$ cat config.mk
export PLATFORM = sky130hd
export DESIGN_NAME = osq_status_top
export DESIGN_NICKNAME = d
export VERILOG_FILES = /design/src/core/osq_pkg.sv /design/src/core/osq_group.sv /design/src/core/osq_status_top.sv
export SDC_FILE = /design/constraint.sdc
export NUM_CORES = 1
export LEC_CHECK = 0
export ABC_AREA = 0
export BUFFER_PORTS_ARGS = -buffer_cell sky130_fd_sc_hd__clkbuf_2
export CORE_ASPECT_RATIO = 2
export CORE_MARGIN = 2
export CORE_UTILIZATION = 40
export DETAILED_ROUTE_END_ITERATION = 10
export GPL_ROUTABILITY_DRIVEN = 0
export PLACE_DENSITY = 0.52
export SKIP_CTS_REPAIR_TIMING = 1
export SLEW_MARGIN = 15
export SYNTH_ARGS = -nofsm -noshare
export SYNTH_HDL_FRONTEND = slang
export SYNTH_SLANG_ARGS = --single-unit
$ cat constraint.sdc
create_clock -name SYS_CLK -period 2.4 [get_ports SYS_CLK]
set_clock_uncertainty 0.15 [all_clocks]
set_input_delay 0.48 -clock SYS_CLK [delete_from_list [all_inputs] [get_ports SYS_CLK]]
set_output_delay 0.48 -clock SYS_CLK [all_outputs]
set_load 0.02 [all_outputs]
$ cat src/core/osq_pkg.sv
// Shared constants and types for the status reporting and output queue block
package osq_pkg;

	localparam int          OSQ_W        = 16;
	localparam int          OSQ_GROUPS   = 3;
	localparam int          OSQ_DEPTH    = 4;
	localparam int          OSQ_AW       = 2;
	localparam int          OSQ_CW       = 3;
	localparam int          OSQ_PINS     = 7;
	localparam logic [15:0] WORD_MASK    = 16'h7FFF;
	localparam logic [15:0] WORD_ZERO    = 16'h0000;
	localparam logic [15:0] RISE_RST     = 16'h7FFF;
	localparam logic [15:0] FALL_RST     = 16'h0000;
	localparam logic [15:0] EVT_RST      = 16'h0000;
	localparam logic [15:0] MASK_RST     = 16'h0000;
	localparam logic [2:0]  CNT_EMPTY    = 3'h0;
	localparam logic [2:0]  CNT_FULL     = 3'h4;

	// Operation group condition bit positions
	localparam int          OPER_PROG    = 14;
	localparam int          OPER_CDMA2   = 10;
	localparam int          OPER_CALLP   = 9;
	localparam int          OPER_CDMA    = 8;
	localparam int          OPER_MEAS    = 4;
	localparam int          OPER_CAL     = 0;
	// Questionable group condition bit positions
	localparam int          QUES_WARN    = 14;
	localparam int          QUES_CAL     = 8;
	// Measuring group condition bit position
	localparam int          MEAS_FER     = 0;

	// Pin vector positions
	localparam int          PIN_PROG     = 0;
	localparam int          PIN_FER      = 1;
	localparam int          PIN_CDMA2    = 2;
	localparam int          PIN_CALLP    = 3;
	localparam int          PIN_CDMA     = 4;
	localparam int          PIN_CAL      = 5;
	localparam int          PIN_WARN     = 6;

	typedef enum logic [1:0] {
		GRP_MEAS = 2'b00,
		GRP_OPER = 2'b01,
		GRP_QUES = 2'b10
	} osq_grp_t;

	typedef enum logic [2:0] {
		REG_COND = 3'b000,
		REG_RISE = 3'b001,
		REG_FALL = 3'b010,
		REG_EVT  = 3'b011,
		REG_MASK = 3'b100
	} osq_reg_t;

	typedef enum logic [1:0] {
		OP_READ  = 2'b00,
		OP_WRITE = 2'b01,
		OP_CLEAR = 2'b10
	} osq_op_t;

	typedef struct packed {
		logic        valid;
		osq_op_t     op;
		osq_grp_t    grp;
		osq_reg_t    sel;
		logic [15:0] data;
	} osq_cmd_t;

	typedef struct packed {
		logic        wr;
		logic        rd_evt;
		logic        cls;
		osq_reg_t    sel;
		logic [15:0] data;
	} osq_acc_t;

	typedef struct packed {
		logic [15:0] cond;
		logic [15:0] rise;
		logic [15:0] fall;
		logic [15:0] evt;
		logic [15:0] mask;
	} osq_regs_t;

endpackage : osq_pkg

$ cat src/core/osq_group.sv
// One status register group: condition, edge filters, event latch, event mask
`timescale 1ns/1ps
`default_nettype none
module osq_group
	import osq_pkg::*;
(
	input  wire logic       clk,
	input  wire logic       rst_n,
	input  wire logic [15:0] cond,
	input  wire osq_pkg::osq_acc_t acc,
	output osq_pkg::osq_regs_t regs,
	output logic            summary
);
	typedef struct packed {
		logic [15:0] prev;
		logic [15:0] rise;
		logic [15:0] fall;
		logic [15:0] evt;
		logic [15:0] mask;
	} osq_grp_state_t;

	osq_grp_state_t s_q;
	osq_grp_state_t s_d;
	logic [15:0]    edges;
	logic [15:0]    cond_m;

	always_comb begin
		s_d    = s_q;
		cond_m = cond & WORD_MASK;
		edges  = (cond_m & ~s_q.prev & s_q.rise) | (~cond_m & s_q.prev & s_q.fall);
		s_d.prev = cond_m;
		// Clear on query or clear-status; new edges still win
		s_d.evt = (((acc.rd_evt | acc.cls) ? WORD_ZERO : s_q.evt) | edges) & WORD_MASK;
		if (acc.wr) begin
			unique case (acc.sel)
				REG_RISE: s_d.rise = acc.data & WORD_MASK;
				REG_FALL: s_d.fall = acc.data & WORD_MASK;
				REG_MASK: s_d.mask = acc.data & WORD_MASK;
				default:  s_d.rise = s_q.rise;
			endcase
		end
	end

	always_ff @(posedge clk or negedge rst_n) begin
		if (!rst_n) begin
			s_q <= '{prev: WORD_ZERO, rise: RISE_RST, fall: FALL_RST,
			         evt: EVT_RST, mask: MASK_RST};
		end else begin
			s_q <= s_d;
		end
	end

	assign regs = '{cond: cond_m, rise: s_q.rise, fall: s_q.fall, evt: s_q.evt, mask: s_q.mask};
	assign summary = |(s_q.evt & s_q.mask);
endmodule : osq_group
`default_nettype wire

$ cat src/core/osq_status_top.sv
// Status groups, status byte summary bits and output queue of the remote interface
// What this block does
// - Event register query or clear-status empties a group's event latch
// - Operation summary drives status byte bit seven
// - Bit 15 of every register stays zero
// - Operation bit 14 follows user program activity
// - Operation bits 10,9,8 take subordinate summaries
// - Summary high while enabled event is latched
// - Measuring summary feeds operation bit 4
// - Both edge filters readable and writable
// - Measuring group has only bit 0
// - Writing zero clears the event mask
// - Query answers wait in the output queue
// - Output queue is FIFO with message-available
// - Message-available bit high while queue holds data
// - No new command until output is read
// - Questionable summary drives status byte bit three
// - Calibration summary enters questionable condition
// - Questionable bit 14 flags ignored parameter
`timescale 1ns/1ps
`default_nettype none
module osq_status_top
	import osq_pkg::*;
(
	input  wire logic                 SYS_CLK,
	input  wire logic                 RST_N,
	input  wire osq_pkg::osq_cmd_t    CMD,
	output logic                      CMD_READY,
	input  wire logic                 OQ_READ,
	output logic [15:0]               OQ_DATA,
	output logic                      OQ_DATA_VALID,
	input  wire logic                 USER_PROGRAM_ACTIVE,
	input  wire logic                 FRAME_ERROR_TEST_ACTIVE,
	input  wire logic                 CDMA2_SUMMARY,
	input  wire logic                 CALL_PROC_SUMMARY,
	input  wire logic                 CDMA_SUMMARY,
	input  wire logic                 CAL_SUMMARY,
	input  wire logic                 COMMAND_WARNING,
	output logic                      STB_OPER_SUMMARY,
	output logic                      STB_QUES_SUMMARY,
	output logic                      STB_MESSAGE_AVAILABLE
);
	import osq_pkg::*;

	typedef struct packed {
		logic [OSQ_PINS-1:0]                 sync1;
		logic [OSQ_PINS-1:0]                 sync2;
		logic [OSQ_DEPTH-1:0][15:0]          mem;
		logic [OSQ_AW-1:0]                   wr_ptr;
		logic [OSQ_AW-1:0]                   rd_ptr;
		logic [OSQ_CW-1:0]                   count;
		logic                                ready;
		logic                                message_available;
		logic                                stb_oper;
		logic                                stb_ques;
		logic [15:0]                         oq_data;
		logic                                oq_valid;
	} osq_top_state_t;

	osq_top_state_t           st_q;
	osq_top_state_t           st_d;
	logic [OSQ_PINS-1:0]      pins;
	logic                     accept;
	logic                     push;
	logic                     pop;
	logic [15:0]              rd_word;
	osq_acc_t  [OSQ_GROUPS-1:0] acc;
	osq_regs_t [OSQ_GROUPS-1:0] regs;
	logic [OSQ_GROUPS-1:0][15:0] cond;
	logic [OSQ_GROUPS-1:0]    sum;

	assign pins[PIN_PROG]  = USER_PROGRAM_ACTIVE;
	assign pins[PIN_FER]   = FRAME_ERROR_TEST_ACTIVE;
	assign pins[PIN_CDMA2] = CDMA2_SUMMARY;
	assign pins[PIN_CALLP] = CALL_PROC_SUMMARY;
	assign pins[PIN_CDMA]  = CDMA_SUMMARY;
	assign pins[PIN_CAL]   = CAL_SUMMARY;
	assign pins[PIN_WARN]  = COMMAND_WARNING;

	// Commands taken only with an empty queue
	assign accept = CMD.valid && st_q.ready;

	// Measuring group only carries bit 0
	always_comb begin
		cond[GRP_MEAS]           = WORD_ZERO;
		cond[GRP_MEAS][MEAS_FER] = st_q.sync2[PIN_FER];
	end

	always_comb begin
		cond[GRP_OPER]              = WORD_ZERO;
		cond[GRP_OPER][OPER_PROG]   = st_q.sync2[PIN_PROG];
		cond[GRP_OPER][OPER_CDMA2]  = st_q.sync2[PIN_CDMA2];
		cond[GRP_OPER][OPER_CALLP]  = st_q.sync2[PIN_CALLP];
		cond[GRP_OPER][OPER_CDMA]   = st_q.sync2[PIN_CDMA];
		cond[GRP_OPER][OPER_MEAS]   = sum[GRP_MEAS];
		cond[GRP_OPER][OPER_CAL]    = st_q.sync2[PIN_CAL];
	end

	always_comb begin
		cond[GRP_QUES]              = WORD_ZERO;
		cond[GRP_QUES][QUES_WARN]   = st_q.sync2[PIN_WARN];
		cond[GRP_QUES][QUES_CAL]    = st_q.sync2[PIN_CAL];
	end

	// Unused fourth slot of the group field decodes to nothing
	genvar g;
	generate
		for (g = 0; g < OSQ_GROUPS; g++) begin : g_grp
			assign acc[g].wr     = accept && CMD.op == OP_WRITE && CMD.grp == osq_grp_t'(g);
			assign acc[g].rd_evt = accept && CMD.op == OP_READ && CMD.grp == osq_grp_t'(g)
			                       && CMD.sel == REG_EVT;
			assign acc[g].cls    = accept && CMD.op == OP_CLEAR;
			assign acc[g].sel    = CMD.sel;
			assign acc[g].data   = CMD.data;

			osq_group u_grp (
				.clk     (SYS_CLK),
				.rst_n   (RST_N),
				.cond    (cond[g]),
				.acc     (acc[g]),
				.regs    (regs[g]),
				.summary (sum[g])
			);
		end
	endgenerate

	// Query answer mux
	always_comb begin
		rd_word = WORD_ZERO;
		if (CMD.grp != GRP_MEAS && CMD.grp != GRP_OPER && CMD.grp != GRP_QUES) begin
			rd_word = WORD_ZERO;
		end else begin
			unique case (CMD.sel)
				REG_COND: rd_word = regs[CMD.grp].cond;
				REG_RISE: rd_word = regs[CMD.grp].rise;
				REG_FALL: rd_word = regs[CMD.grp].fall;
				REG_EVT:  rd_word = regs[CMD.grp].evt;
				REG_MASK: rd_word = regs[CMD.grp].mask;
				default:  rd_word = WORD_ZERO;
			endcase
		end
	end

	// Query answers go into the queue
	assign push = accept && CMD.op == OP_READ && st_q.count != CNT_FULL;
	// Read strobe from the controller pops
	assign pop  = OQ_READ && st_q.count != CNT_EMPTY;

	always_comb begin
		st_d = st_q;
		// Two stage synchroniser for pin inputs
		st_d.sync1 = pins;
		st_d.sync2 = st_q.sync1;
		st_d.oq_valid = 1'b0;
		if (push) begin
			st_d.mem[st_q.wr_ptr] = rd_word;
			st_d.wr_ptr = OSQ_AW'(st_q.wr_ptr + 1'b1);
		end
		if (pop) begin
			st_d.oq_data  = st_q.mem[st_q.rd_ptr];
			st_d.oq_valid = 1'b1;
			st_d.rd_ptr   = OSQ_AW'(st_q.rd_ptr + 1'b1);
		end
		if (push && !pop) begin
			st_d.count = OSQ_CW'(st_q.count + 1'b1);
		end else if (pop && !push) begin
			st_d.count = OSQ_CW'(st_q.count - 1'b1);
		end
		st_d.message_available      = st_d.count != CNT_EMPTY;
		// Hold off commands while data pending
		st_d.ready    = st_d.count == CNT_EMPTY;
		st_d.stb_oper = sum[GRP_OPER];
		st_d.stb_ques = sum[GRP_QUES];
	end

	always_ff @(posedge SYS_CLK or negedge RST_N) begin
		if (!RST_N) begin
			st_q <= '0;
		end else begin
			st_q <= st_d;
		end
	end

	// Every output straight from a flip-flop
	assign CMD_READY             = st_q.ready;
	assign OQ_DATA               = st_q.oq_data;
	assign OQ_DATA_VALID         = st_q.oq_valid;
	assign STB_OPER_SUMMARY      = st_q.stb_oper;
	assign STB_QUES_SUMMARY      = st_q.stb_ques;
	assign STB_MESSAGE_AVAILABLE = st_q.message_available;
endmodule : osq_status_top
`default_nettype wire

==> results of run 1 <==
-- cell type report --
type                    count  area [um2]
clock buffers              32         659
repair buffers            139        1140
inverters                  11        41.3
well taps                 356         445
flip-flops and latches    253        6390
fillers                  2638       14800
clock inverters            10         109
multi-input cells         573        4680
-- sequential cells by signal, summed over array words and instances, names as in the netlist --
register,count
STB_MESSAGE_AVAILABLE,1
st_d,7
STB_OPER_SUMMARY,1
OQ_DATA_VALID,1
OQ_DATA,15
STB_QUES_SUMMARY,1
st_q,67
g_grp.u_grp.regs,144
cond,7
g_grp.u_grp.s_q,8
CMD_READY,1
-- critical path: cells and delay by family (launching register included) --
kind,cells,cell delay [ns]
AO/OA/AOI/OAI,3,0.85
flip-flops,1,0.37
buffers and inverters,2,0.33
adder cells (fa/ha/maj),1,0.23
AND/OR/NAND/NOR,1,0.07
-- power groups by stage --
stage               clock [mW]  combinational [mW]  sequential (mW)
floorplan                    0               0.952             4.81
global placement             0                1.42             4.88
detailed placement           0                1.44             4.89
CTS                       3.91                1.45             4.81
global route              4.07                1.58             4.85
finish                    3.79                1.42             4.81
-- logic make-up after synthesis --
group	Yosys count
AO/OA/AOI/OAI	150
AND/OR/NAND/NOR	192
flip-flops	253
buffers and inverters	79
adder cells (fa/ha/maj)	8
multiplexers	216
XOR/XNOR	6
other	1
-- final timing paths --
check / startpoint / endpoint / slack, ns / depth (start not counted)
setup / recovery: st_q[22] / CMD_READY / 0.27 / 7
setup reg to reg: st_q[22] / CMD_READY / 0.27 / 7
hold / removal: CMD[10] / g_grp[2].u_grp.regs[58] / 0.12 / 3
max in group asynchronous: RST_N / g_grp[1].u_grp.regs[60] / 1.01 / 3
min in group asynchronous: RST_N / st_d[96] / 0.34 / 2
hold reg to reg: st_d[98] / cond[46] / 0.19 / 0
-- cell usage in the layout, fill, tap and decap left out, drive strengths merged, types with 4 or more instances in the layout --
cell type and n:
nor2 17, mux4 16, nand3b 14, a21oi 9
nand2b 5, dfstp 45, buf 81, o2bb2ai 18
dfrtp 208, ha 7, xnor2 6, clkinv 5
nand2 120, mux2i 37, nor4 4, o211ai 8
nor2b 4, inv 12, clkbuf 82, nand3 6
a22oi 19, nor3b 5, a21boi 9, o21ai 66
mux2 163, dlygate4sd3 8
-- layer usage --
layer  part of all wire  vias up
li1                   -     3417
met3              0.024       44
met1               0.39     3683
met5                  0        -
met2               0.55       90
met4              0.028        0
==> metrics.json, run 1 <==
{
  "yosysMostFrequentCell": {"value": "sky130_fd_sc_hd__dfrtp_1"},
  "critPathSlowestCell": {"value": "sky130_fd_sc_hd__a211oi_4"},
  "maximum_number_of_pins_on_one_net_before_global_route_repair": {"value": 68},
  "cts.path.max_buffers": {"value": 3},
  "timing.final.crit_period": {"value": 2.13, "unit": "ns"},
  "n_antenna_cell": {"value": 0},
  "grt_setup_unrepaired": {"value": "false"},
  "globalRouteMet3Util": {"value": 0.0210},
  "synthArstFlopShare": {"value": 1.00},
  "cts-htree-levels": {"value": 1},
  "yosysWarningCount": {"value": 0},
  "synth_simple_gate_area_frac": {"value": 0.0825},
  "global_route.usage.met2": {"value": 0.364},
  "yosys.area_share.adder": {"value": 0.00847},
  "postSynthRegisterBits": {"value": 253},
  "netSwitchingFraction": {"value": 0.267},
  "dpl.cell_count": {"value": 1324},
  "power-per-cell-area": {"value": 744, "unit": "nW/um2"},
  "final_net_count": {"value": 1042},
  "clockPowerShare": {"value": 0.378},
  "area_growth": {"value": 16.8, "unit": "%"},
  "synth_compound_gate_area_share": {"value": 0.0869},
  "dr.pass1.iters": {"value": 4},
  "syn-mean-instance-area": {"value": 12.7, "unit": "um2"},
  "yosys_most_used_dff": {"value": "sky130_fd_sc_hd__dfrtp_1"},
  "row_count": {"value": 87},
  "numPortBuffers": {"value": 52},
  "layout-drive-gt1-share": {"value": 0.401},
  "post_layout_util": {"value": 0.476},
  "yosys.area_share.xor_xnor": {"value": 0.00456},
  "route.detailed.wl_per_inst": {"value": 20.4, "unit": "um"},
  "synthMuxAreaShare": {"value": 0.223},
  "vias_per_cell": {"value": 5.26},
  "largest_family_of_logic_cells_by_synthesized_area": {"value": "multiplexers"},
  "numClockSinks": {"value": 253},
  "final.period_utilization": {"value": 0.886},
  "power_frac_seq": {"value": 0.480},
  "post-place-ws": {"value": -0.0999, "unit": "ns"},
  "synth_cell_type_count": {"value": 60},
  "netlist.top_cell.by_area": {"value": "sky130_fd_sc_hd__dfrtp_1"},
  "dieHeight": {"value": 244, "unit": "um"},
  "postLayoutSetupSlackWorst": {"value": 0.273, "unit": "ns"},
  "cts-root-buf": {"value": "sky130_fd_sc_hd__clkbuf_16"},
  "finalPower": {"value": 10.0, "unit": "mW"},
  "grt_busiest_layer": {"value": "met2"},
  "finalSetupViolations": {"value": 0},
  "startpoint_type": {"value": "flip-flop"},
  "max_clock_freq": {"value": 470, "unit": "MHz"},
  "grt.overflow.total": {"value": 0},
  "ant_nets": {"value": 0},
  "grt_pass1_wl": {"value": 45300, "unit": "um"},
  "worst_path_arrival": {"value": 2.37, "unit": "ns"},
  "global_route.usage.met1": {"value": 0.232},
  "slew_headroom": {"value": 0.550},
  "finish.instance_area": {"value": 13500, "unit": "um2"},
  "initial_utilization": {"value": 0.407},
  "timing.critical_path.cells": {"value": "inv_1 -> ha_1 -> a211oi_4 -> buf_4 -> nor3b_1 -> o211ai_1 -> a31oi_1"},
  "die_w": {"value": 124, "unit": "um"},
  "synth_seq_area_share": {"value": 0.554},
  "finalSetupTns": {"value": 0, "unit": "ns"},
  "die_area": {"value": 30300, "unit": "um2"},
  "timing.critical_path.fanout_max": {"value": 9},
  "max_slew.worst_pin.slew": {"value": 0.675, "unit": "ns"},
  "leakagePower": {"value": 6.25, "unit": "nW"},
  "max_cap_violations": {"value": 0},
  "power.combinational.fraction": {"value": 0.142},
  "drtIter0Drc": {"value": 278},
  "slew_viol_final": {"value": 0},
  "synth-edff-count": {"value": 0},
  "first_global_vias": {"value": 7840},
  "number_of_hold_violations_in_the_final_report": {"value": 0},
  "coreArea": {"value": 28300, "unit": "um2"},
  "synth.net_count": {"value": 946},
  "antenna_violations_before_repair": {"value": 0},
  "num_vias": {"value": 7234},
  "cts_tree": {"value": "built"},
  "required": {"value": 2.65, "unit": "ns"},
  "design.portCount": {"value": 55},
  "placement.cell_area": {"value": 12600, "unit": "um2"},
  "internal_power_component": {"value": 7.34, "unit": "mW"},
  "synth_top_cells_by_count": {"value": "sky130_fd_sc_hd__dfrtp_1, sky130_fd_sc_hd__mux2_2, sky130_fd_sc_hd__nand2_1"},
  "power.ir.vdd_worst": {"value": 0.458, "unit": "mV"},
  "final.hold.worst_slack": {"value": 0.122, "unit": "ns"},
  "setup.worst_path.class": {"value": "flip-flop to flip-flop"},
  "synth_largest_type_area_fraction": {"value": 0.452},
  "routed_wirelength": {"value": 28100, "unit": "um"},
  "synth_cells": {"value": 905},
  "detailed_place_hpwl": {"value": 19600, "unit": "um"},
  "tritoncts.num_buffers": {"value": 23},
  "synth.cell_area": {"value": 11500, "unit": "um2"},
  "critPathCaptureType": {"value": "flip-flop"},
  "critical_path.max_stage_delay": {"value": 0.42, "unit": "ns"},
  "status": {"value": "finished clean"},
  "grt_usage": {"value": 0.196},
  "yosys-top-cells-area": {"value": "sky130_fd_sc_hd__dfrtp_1, sky130_fd_sc_hd__mux2_2, sky130_fd_sc_hd__dfstp_2"},
  "clkSlewWorstSetupHoldPaths": {"value": 0.07, "unit": "ns"},
  "clkLatencyLatePin": {"value": 0.53, "unit": "ns"},
  "finish.cell_count_without_fillers": {"value": 1374},
  "power_switching": {"value": 2.68, "unit": "mW"},
  "min_path_type": {"value": "input port to flip-flop"},
  "route.detailed.drc": {"value": 0}
}
No activity file was read; power rests on OpenSTA's default activity.
==> run 2, diff against run 1 <==
--- a/config.mk
+++ b/config.mk
@@ -13,6 +13,7 @@
 export DETAILED_ROUTE_END_ITERATION = 10
 export GPL_ROUTABILITY_DRIVEN = 0
 export PLACE_DENSITY = 0.52
+export RECOVER_POWER = 25
 export SKIP_CTS_REPAIR_TIMING = 1
 export SLEW_MARGIN = 15
 export SYNTH_ARGS = -nofsm -noshare
==> run 2 against run 1 <==
Against the previous run:
- highest routed layer unchanged
- fmax about the same
- sequential power about the same
- die area did not move
- worst setup slack is essentially flat
- global-route usage unchanged
- critical path depth did not move
- register-to-register slack is essentially flat
==> metrics.json, run 2 (same netlist as run 1, synthesis figures left out) <==
{
  "status": {"value": "finished clean"},
  "timing.critical_path.cells": {"value": "inv_1 -> ha_1 -> a211oi_4 -> buf_4 -> nor3b_1 -> o211ai_1 -> a31oi_1"},
  "routed_wirelength": {"value": 28100, "unit": "um"},
  "setup.worst_path.class": {"value": "flip-flop to flip-flop"},
  "num_vias": {"value": 7245},
  "placement.cell_area": {"value": 12600, "unit": "um2"},
  "postLayoutSetupSlackWorst": {"value": 0.273, "unit": "ns"},
  "worst_path_arrival": {"value": 2.37, "unit": "ns"},
  "dpl.cell_count": {"value": 1324},
  "critPathCaptureType": {"value": "flip-flop"},
  "finish.instance_area": {"value": 13400, "unit": "um2"},
  "timing.critical_path.fanout_max": {"value": 9},
  "finalPower": {"value": 10.0, "unit": "mW"},
  "crit_buf_inv": {"value": 2},
  "clkSlewWorstSetupHoldPaths": {"value": 0.07, "unit": "ns"},
  "first_global_vias": {"value": 7840},
  "number_of_hold_violations_in_the_final_report": {"value": 0},
  "vias_per_cell": {"value": 5.27},
  "antenna_violations_before_repair": {"value": 0},
  "timing.critical_path.max_delay_family": {"value": "compound AO/OA/AOI/OAI gates"},
  "route.detailed.wl_per_inst": {"value": 20.5, "unit": "um"},
  "drtIter0Drc": {"value": 291},
  "worstRegToRegCells": {"value": 7},
  "maximum_number_of_pins_on_one_net_before_global_route_repair": {"value": 68},
  "final.hold.worst_slack": {"value": 0.123, "unit": "ns"},
  "finalSetupViolations": {"value": 0},
  "power-per-cell-area": {"value": 745, "unit": "nW/um2"},
  "cts_tree": {"value": "built"},
  "die_area": {"value": 30300, "unit": "um2"},
  "numClockSinks": {"value": 253},
  "route.detailed.drc": {"value": 0},
  "dr.pass1.iters": {"value": 4},
  "critPathSlowestCell": {"value": "sky130_fd_sc_hd__a211oi_4"},
  "grt_usage": {"value": 0.196},
  "critical_path.max_stage_delay": {"value": 0.42, "unit": "ns"},
  "die_w": {"value": 124, "unit": "um"},
  "hold_depth": {"value": 3},
  "finalSetupTns": {"value": 0, "unit": "ns"},
  "ant_nets": {"value": 0},
  "slew_viol_final": {"value": 0},
  "initial_utilization": {"value": 0.407},
  "row_count": {"value": 87},
  "cts.path.max_buffers": {"value": 3},
  "post_layout_util": {"value": 0.475},
  "required": {"value": 2.65, "unit": "ns"},
  "finish.cell_count_without_fillers": {"value": 1374},
  "layout.cells.most_common": {"value": "sky130_fd_sc_hd__dfrtp_1"},
  "layout-drive-gt1-share": {"value": 0.395},
  "most-common-layout-cells": {"value": "sky130_fd_sc_hd__dfrtp_1, sky130_fd_sc_hd__mux2_2, sky130_fd_sc_hd__nand2_1, sky130_fd_sc_hd__o21ai_0, sky130_fd_sc_hd__buf_4"},
  "max_clock_freq": {"value": 470, "unit": "MHz"},
  "final_net_count": {"value": 1042},
  "slew_headroom": {"value": 0.468},
  "grt_pass1_wl": {"value": 45300, "unit": "um"},
  "tritoncts.num_buffers": {"value": 23},
  "grt_setup_unrepaired": {"value": "false"},
  "dieHeight": {"value": 244, "unit": "um"},
  "clkLatencyLatePin": {"value": 0.52, "unit": "ns"},
  "max_cap_violations": {"value": 0},
  "cts-root-buf": {"value": "sky130_fd_sc_hd__clkbuf_16"},
  "max_slew.worst_pin.slew": {"value": 0.798, "unit": "ns"},
  "numPortBuffers": {"value": 52},
  "largest_register_ffs": {"value": 144},
  "cts-htree-levels": {"value": 1},
  "startpoint_type": {"value": "flip-flop"},
  "coreArea": {"value": 28300, "unit": "um2"},
  "worst-path-stages": {"value": 7},
  "post-place-ws": {"value": -0.0999, "unit": "ns"},
  "setup.reg_to_reg.worst_slack": {"value": 0.27, "unit": "ns"},
  "power.ir.vdd_worst": {"value": 0.458, "unit": "mV"},
  "final.period_utilization": {"value": 0.886},
  "design.portCount": {"value": 55},
  "min_path_type": {"value": "input port to flip-flop"},
  "detailed_place_hpwl": {"value": 19600, "unit": "um"},
  "n_antenna_cell": {"value": 0},
  "leakagePower": {"value": 6.23, "unit": "nW"},
  "area_growth": {"value": 16.6, "unit": "%"},
  "grt.overflow.total": {"value": 0},
  "timing.final.crit_period": {"value": 2.13, "unit": "ns"}
}
run 2: cell count changes in the layout (fill, tap and decap cells not counted):
| cell | change |
|---|---|
| sky130_fd_sc_hd__clkbuf_1 | +6 |
| sky130_fd_sc_hd__buf_4 | -6 |
run 2: worst paths after layout:
| kind | from | end |
|---|---|---|
| worst min register to register | st_d[98] | cond[46] |
| worst max-delay path | st_q[22] | CMD_READY |
| min in group asynchronous | RST_N | st_d[96] |
| worst min-delay path | CMD[10] | g_grp[2].u_grp.regs[58] |
| max in group asynchronous | RST_N | g_grp[0].u_grp.regs[40] |
| worst max register to register | st_q[22] | CMD_READY |
run 2: worst register-to-register path, delay by kind of cell (launching register included):
| family | cells | cell delay, ns |
|---|---|---|
| adders and majority gates | 1 | 0.23 |
| buffers and inverters | 2 | 0.33 |
| and+or+nand+nor | 1 | 0.07 |
| DFF | 1 | 0.37 |
| AOI/OAI and AO/OA | 3 | 0.85 |
run 2: where the power goes:
part	switching (mW)	leakage (nW)	internal, mW
logic	0.811	2.59	0.609
clock network	1.64	0.377	2.14
registers	0.225	3.27	4.58
run 2: routing by layer:
| layer | GRT usage | part of all wire | up-vias |
|---|---|---|---|
| met5 | 0 | 0 | - |
| met4 | 0.0608 | 0.029 | 0 |
| met3 | 0.0210 | 0.023 | 46 |
| met2 | 0.364 | 0.55 | 86 |
| met1 | 0.232 | 0.40 | 3695 |
| li1 | - | - | 3418 |
run 2: area by class of cell:
type / count / area (um2)
multi-input combinational: 573 / 4680
inverter: 11 / 41.3
timing repair buffer: 139 / 1120
clock inverter: 10 / 109
tap: 356 / 445
fill: 2645 / 14900
clock buffer: 32 / 659
sequential: 253 / 6390
==> run 3, diff against run 2 <==
--- a/config.mk
+++ b/config.mk
@@ -14,6 +14,7 @@
 export GPL_ROUTABILITY_DRIVEN = 0
 export PLACE_DENSITY = 0.52
 export RECOVER_POWER = 25
+export REMOVE_ABC_BUFFERS = 1
 export SKIP_CTS_REPAIR_TIMING = 1
 export SLEW_MARGIN = 15
 export SYNTH_ARGS = -nofsm -noshare
==> run 3 against run 2 <==
Against the previous run:
- non-clock buffer count down 10
- global-route usage down 0.085 points
- sequential share of layout area down 0.30 points
- via count up 0.51%
- critical path type unchanged
- clock power up 14%
- total power up 5.3%
- fmax down 1.4%
- count of clock-buffer cells in the layout up 4
- routed wire length down 0.12%
- sequential cell count unchanged
==> metrics.json, run 3 (same netlist as run 1, synthesis figures left out) <==
{
  "status": {"value": "finished clean"},
  "power.combinational.fraction": {"value": 0.134},
  "internal_power_component": {"value": 7.83, "unit": "mW"},
  "slew_viol_final": {"value": 0},
  "grt_usage": {"value": 0.195},
  "postLayoutSetupSlackWorst": {"value": 0.241, "unit": "ns"},
  "timing.final.crit_period": {"value": 2.16, "unit": "ns"},
  "max_cap_violations": {"value": 0},
  "clkLatencyLatePin": {"value": 0.53, "unit": "ns"},
  "post-place-ws": {"value": -0.0578, "unit": "ns"},
  "route.detailed.wl_per_inst": {"value": 20.6, "unit": "um"},
  "design.portCount": {"value": 55},
  "first_global_vias": {"value": 7706},
  "max_slew.worst_pin.slew": {"value": 1.46, "unit": "ns"},
  "cts-root-buf": {"value": "sky130_fd_sc_hd__clkbuf_16"},
  "max_clock_freq": {"value": 463, "unit": "MHz"},
  "leakagePower": {"value": 6.28, "unit": "nW"},
  "die_area": {"value": 30300, "unit": "um2"},
  "grt_pass1_wl": {"value": 45200, "unit": "um"},
  "most-common-layout-cells": {"value": "sky130_fd_sc_hd__dfrtp_1, sky130_fd_sc_hd__mux2_2, sky130_fd_sc_hd__nand2_1, sky130_fd_sc_hd__o21ai_0, sky130_fd_sc_hd__buf_4"},
  "startpoint_type": {"value": "flip-flop"},
  "power.ir.vdd_worst": {"value": 0.408, "unit": "mV"},
  "tritoncts.num_buffers": {"value": 25},
  "cts.path.max_buffers": {"value": 3},
  "initial_utilization": {"value": 0.407},
  "row_count": {"value": 87},
  "num_vias": {"value": 7282},
  "antenna_violations_before_repair": {"value": 0},
  "critPathCaptureType": {"value": "flip-flop"},
  "layout-drive-gt1-share": {"value": 0.399},
  "route.detailed.drc": {"value": 0},
  "largest_register_ffs": {"value": 144},
  "clockPowerShare": {"value": 0.410},
  "power-per-cell-area": {"value": 780, "unit": "nW/um2"},
  "grt.overflow.total": {"value": 0},
  "vias_per_cell": {"value": 5.33},
  "worst_path_arrival": {"value": 2.42, "unit": "ns"},
  "number_of_hold_violations_in_the_final_report": {"value": 0},
  "coreArea": {"value": 28300, "unit": "um2"},
  "placement.cell_area": {"value": 12600, "unit": "um2"},
  "routed_wirelength": {"value": 28100, "unit": "um"},
  "finish.instance_area": {"value": 13500, "unit": "um2"},
  "die_w": {"value": 124, "unit": "um"},
  "power_frac_seq": {"value": 0.456},
  "maximum_number_of_pins_on_one_net_before_global_route_repair": {"value": 60},
  "critical_path.most_common_cell": {"value": "sky130_fd_sc_hd__inv_1"},
  "cts_tree": {"value": "built"},
  "n_antenna_cell": {"value": 0},
  "min_path_type": {"value": "input port to flip-flop"},
  "setup.worst_path.class": {"value": "flip-flop to flip-flop"},
  "dieHeight": {"value": 244, "unit": "um"},
  "timing.critical_path.cells": {"value": "inv_1 -> ha_1 -> inv_1 -> o21ai_2 -> inv_1 -> nor4_1 -> o21ai_0 -> a31o_2"},
  "required": {"value": 2.66, "unit": "ns"},
  "numClockSinks": {"value": 253},
  "detailed_place_hpwl": {"value": 19800, "unit": "um"},
  "cts-htree-levels": {"value": 1},
  "final.period_utilization": {"value": 0.899},
  "finalSetupViolations": {"value": 0},
  "power_switching": {"value": 2.71, "unit": "mW"},
  "grt_setup_unrepaired": {"value": "false"},
  "timing.critical_path.fanout_max": {"value": 9},
  "area_growth": {"value": 17.4, "unit": "%"},
  "final_net_count": {"value": 1034},
  "clkSlewWorstSetupHoldPaths": {"value": 0.07, "unit": "ns"},
  "dr.pass1.iters": {"value": 5},
  "critical_path.max_stage_delay": {"value": 0.38, "unit": "ns"},
  "worstRegToRegCells": {"value": 8},
  "hold_depth": {"value": 3},
  "drtIter0Drc": {"value": 319},
  "layout.cells.most_common": {"value": "sky130_fd_sc_hd__dfrtp_1"},
  "netSwitchingFraction": {"value": 0.257},
  "critPathSlowestCell": {"value": "sky130_fd_sc_hd__dfrtp_1"},
  "ant_nets": {"value": 0},
  "slew_headroom": {"value": 0.0277},
  "numPortBuffers": {"value": 52}
}
run 3: cell types whose count changed in the layout (fill, tap and decap cells not counted), moves of 2 or more:
cell                         delta
sky130_fd_sc_hd__clkbuf_1       -9
sky130_fd_sc_hd__buf_4          -5
sky130_fd_sc_hd__clkbuf_8       +5
sky130_fd_sc_hd__bufinv_16      +2
sky130_fd_sc_hd__clkbuf_16      +2
sky130_fd_sc_hd__clkinv_2       -2
sky130_fd_sc_hd__clkinvlp_4     -2
run 3: layer usage:
metal	vias to the layer above	routed length [um]	GRT usage
met3	49	692	0.0224
met5	-	0	0
met1	3737	11200	0.229
li1	3395	-	-
met2	101	15400	0.360
met4	0	838	0.0677
run 3: final cells by class:
cell class | instances | area, um2
Multi-Input combinational cell | 573 | 4680
Clock inverter | 8 | 146
Timing Repair Buffer | 129 | 1060
Fill cell | 2596 | 14800
Tap cell | 356 | 445
Inverter | 11 | 41.3
Clock buffer | 36 | 767
Sequential cell | 253 | 6390
run 3: power groups by stage:
stage | Clock [mW] | Sequential (mW) | Combinational (mW)
after global routing | 4.61 | 4.84 | 1.58
after global placement | 0 | 4.88 | 1.41
final | 4.32 | 4.81 | 1.42
after floorplan | 0 | 4.95 | 0.706
after detailed placement | 0 | 4.88 | 1.44
after CTS | 4.46 | 4.81 | 1.44
run 3: path summary, 6_finish.rpt:
kind | from | to | slack, ns
max | st_q[21] | STB_MESSAGE_AVAILABLE | 0.24
min | CMD[14] | g_grp[2].u_grp.regs[62] | 0.12
max in group asynchronous | RST_N | g_grp[2].u_grp.regs[56] | 0.35
min in group asynchronous | RST_N | g_grp[0].u_grp.regs[41] | 0.68
min reg2reg | st_d[97] | cond[16] | 0.20
max reg2reg | st_q[21] | STB_MESSAGE_AVAILABLE | 0.24
run 3: stage by stage:
step | power [mW] | hold WS (ns) | instances | util | TNS (ns)
finish | 10.5 | 0.122 | 1366 | 0.478 | 0
global route | 11.0 | 0.159 | 1366 | 0.478 | 0
CTS | 10.7 | -0.278 | 1358 | 0.476 | 0
detailed placement | 6.32 | 0.190 | 1314 | 0.444 | -0.492
global placement | 6.29 | 0.185 | 1314 | 0.444 | -0.409
floorplan | 5.65 | 0.0344 | 837 | - | -50.77
run 3: worst max-delay path: cells and delay by family (launching register included):
kind            cells  cell delay [ns]
buf+inv             3             0.31
simple gates        1             0.17
fa+ha+maj           1             0.26
flops               1             0.38
compound gates      3             0.77
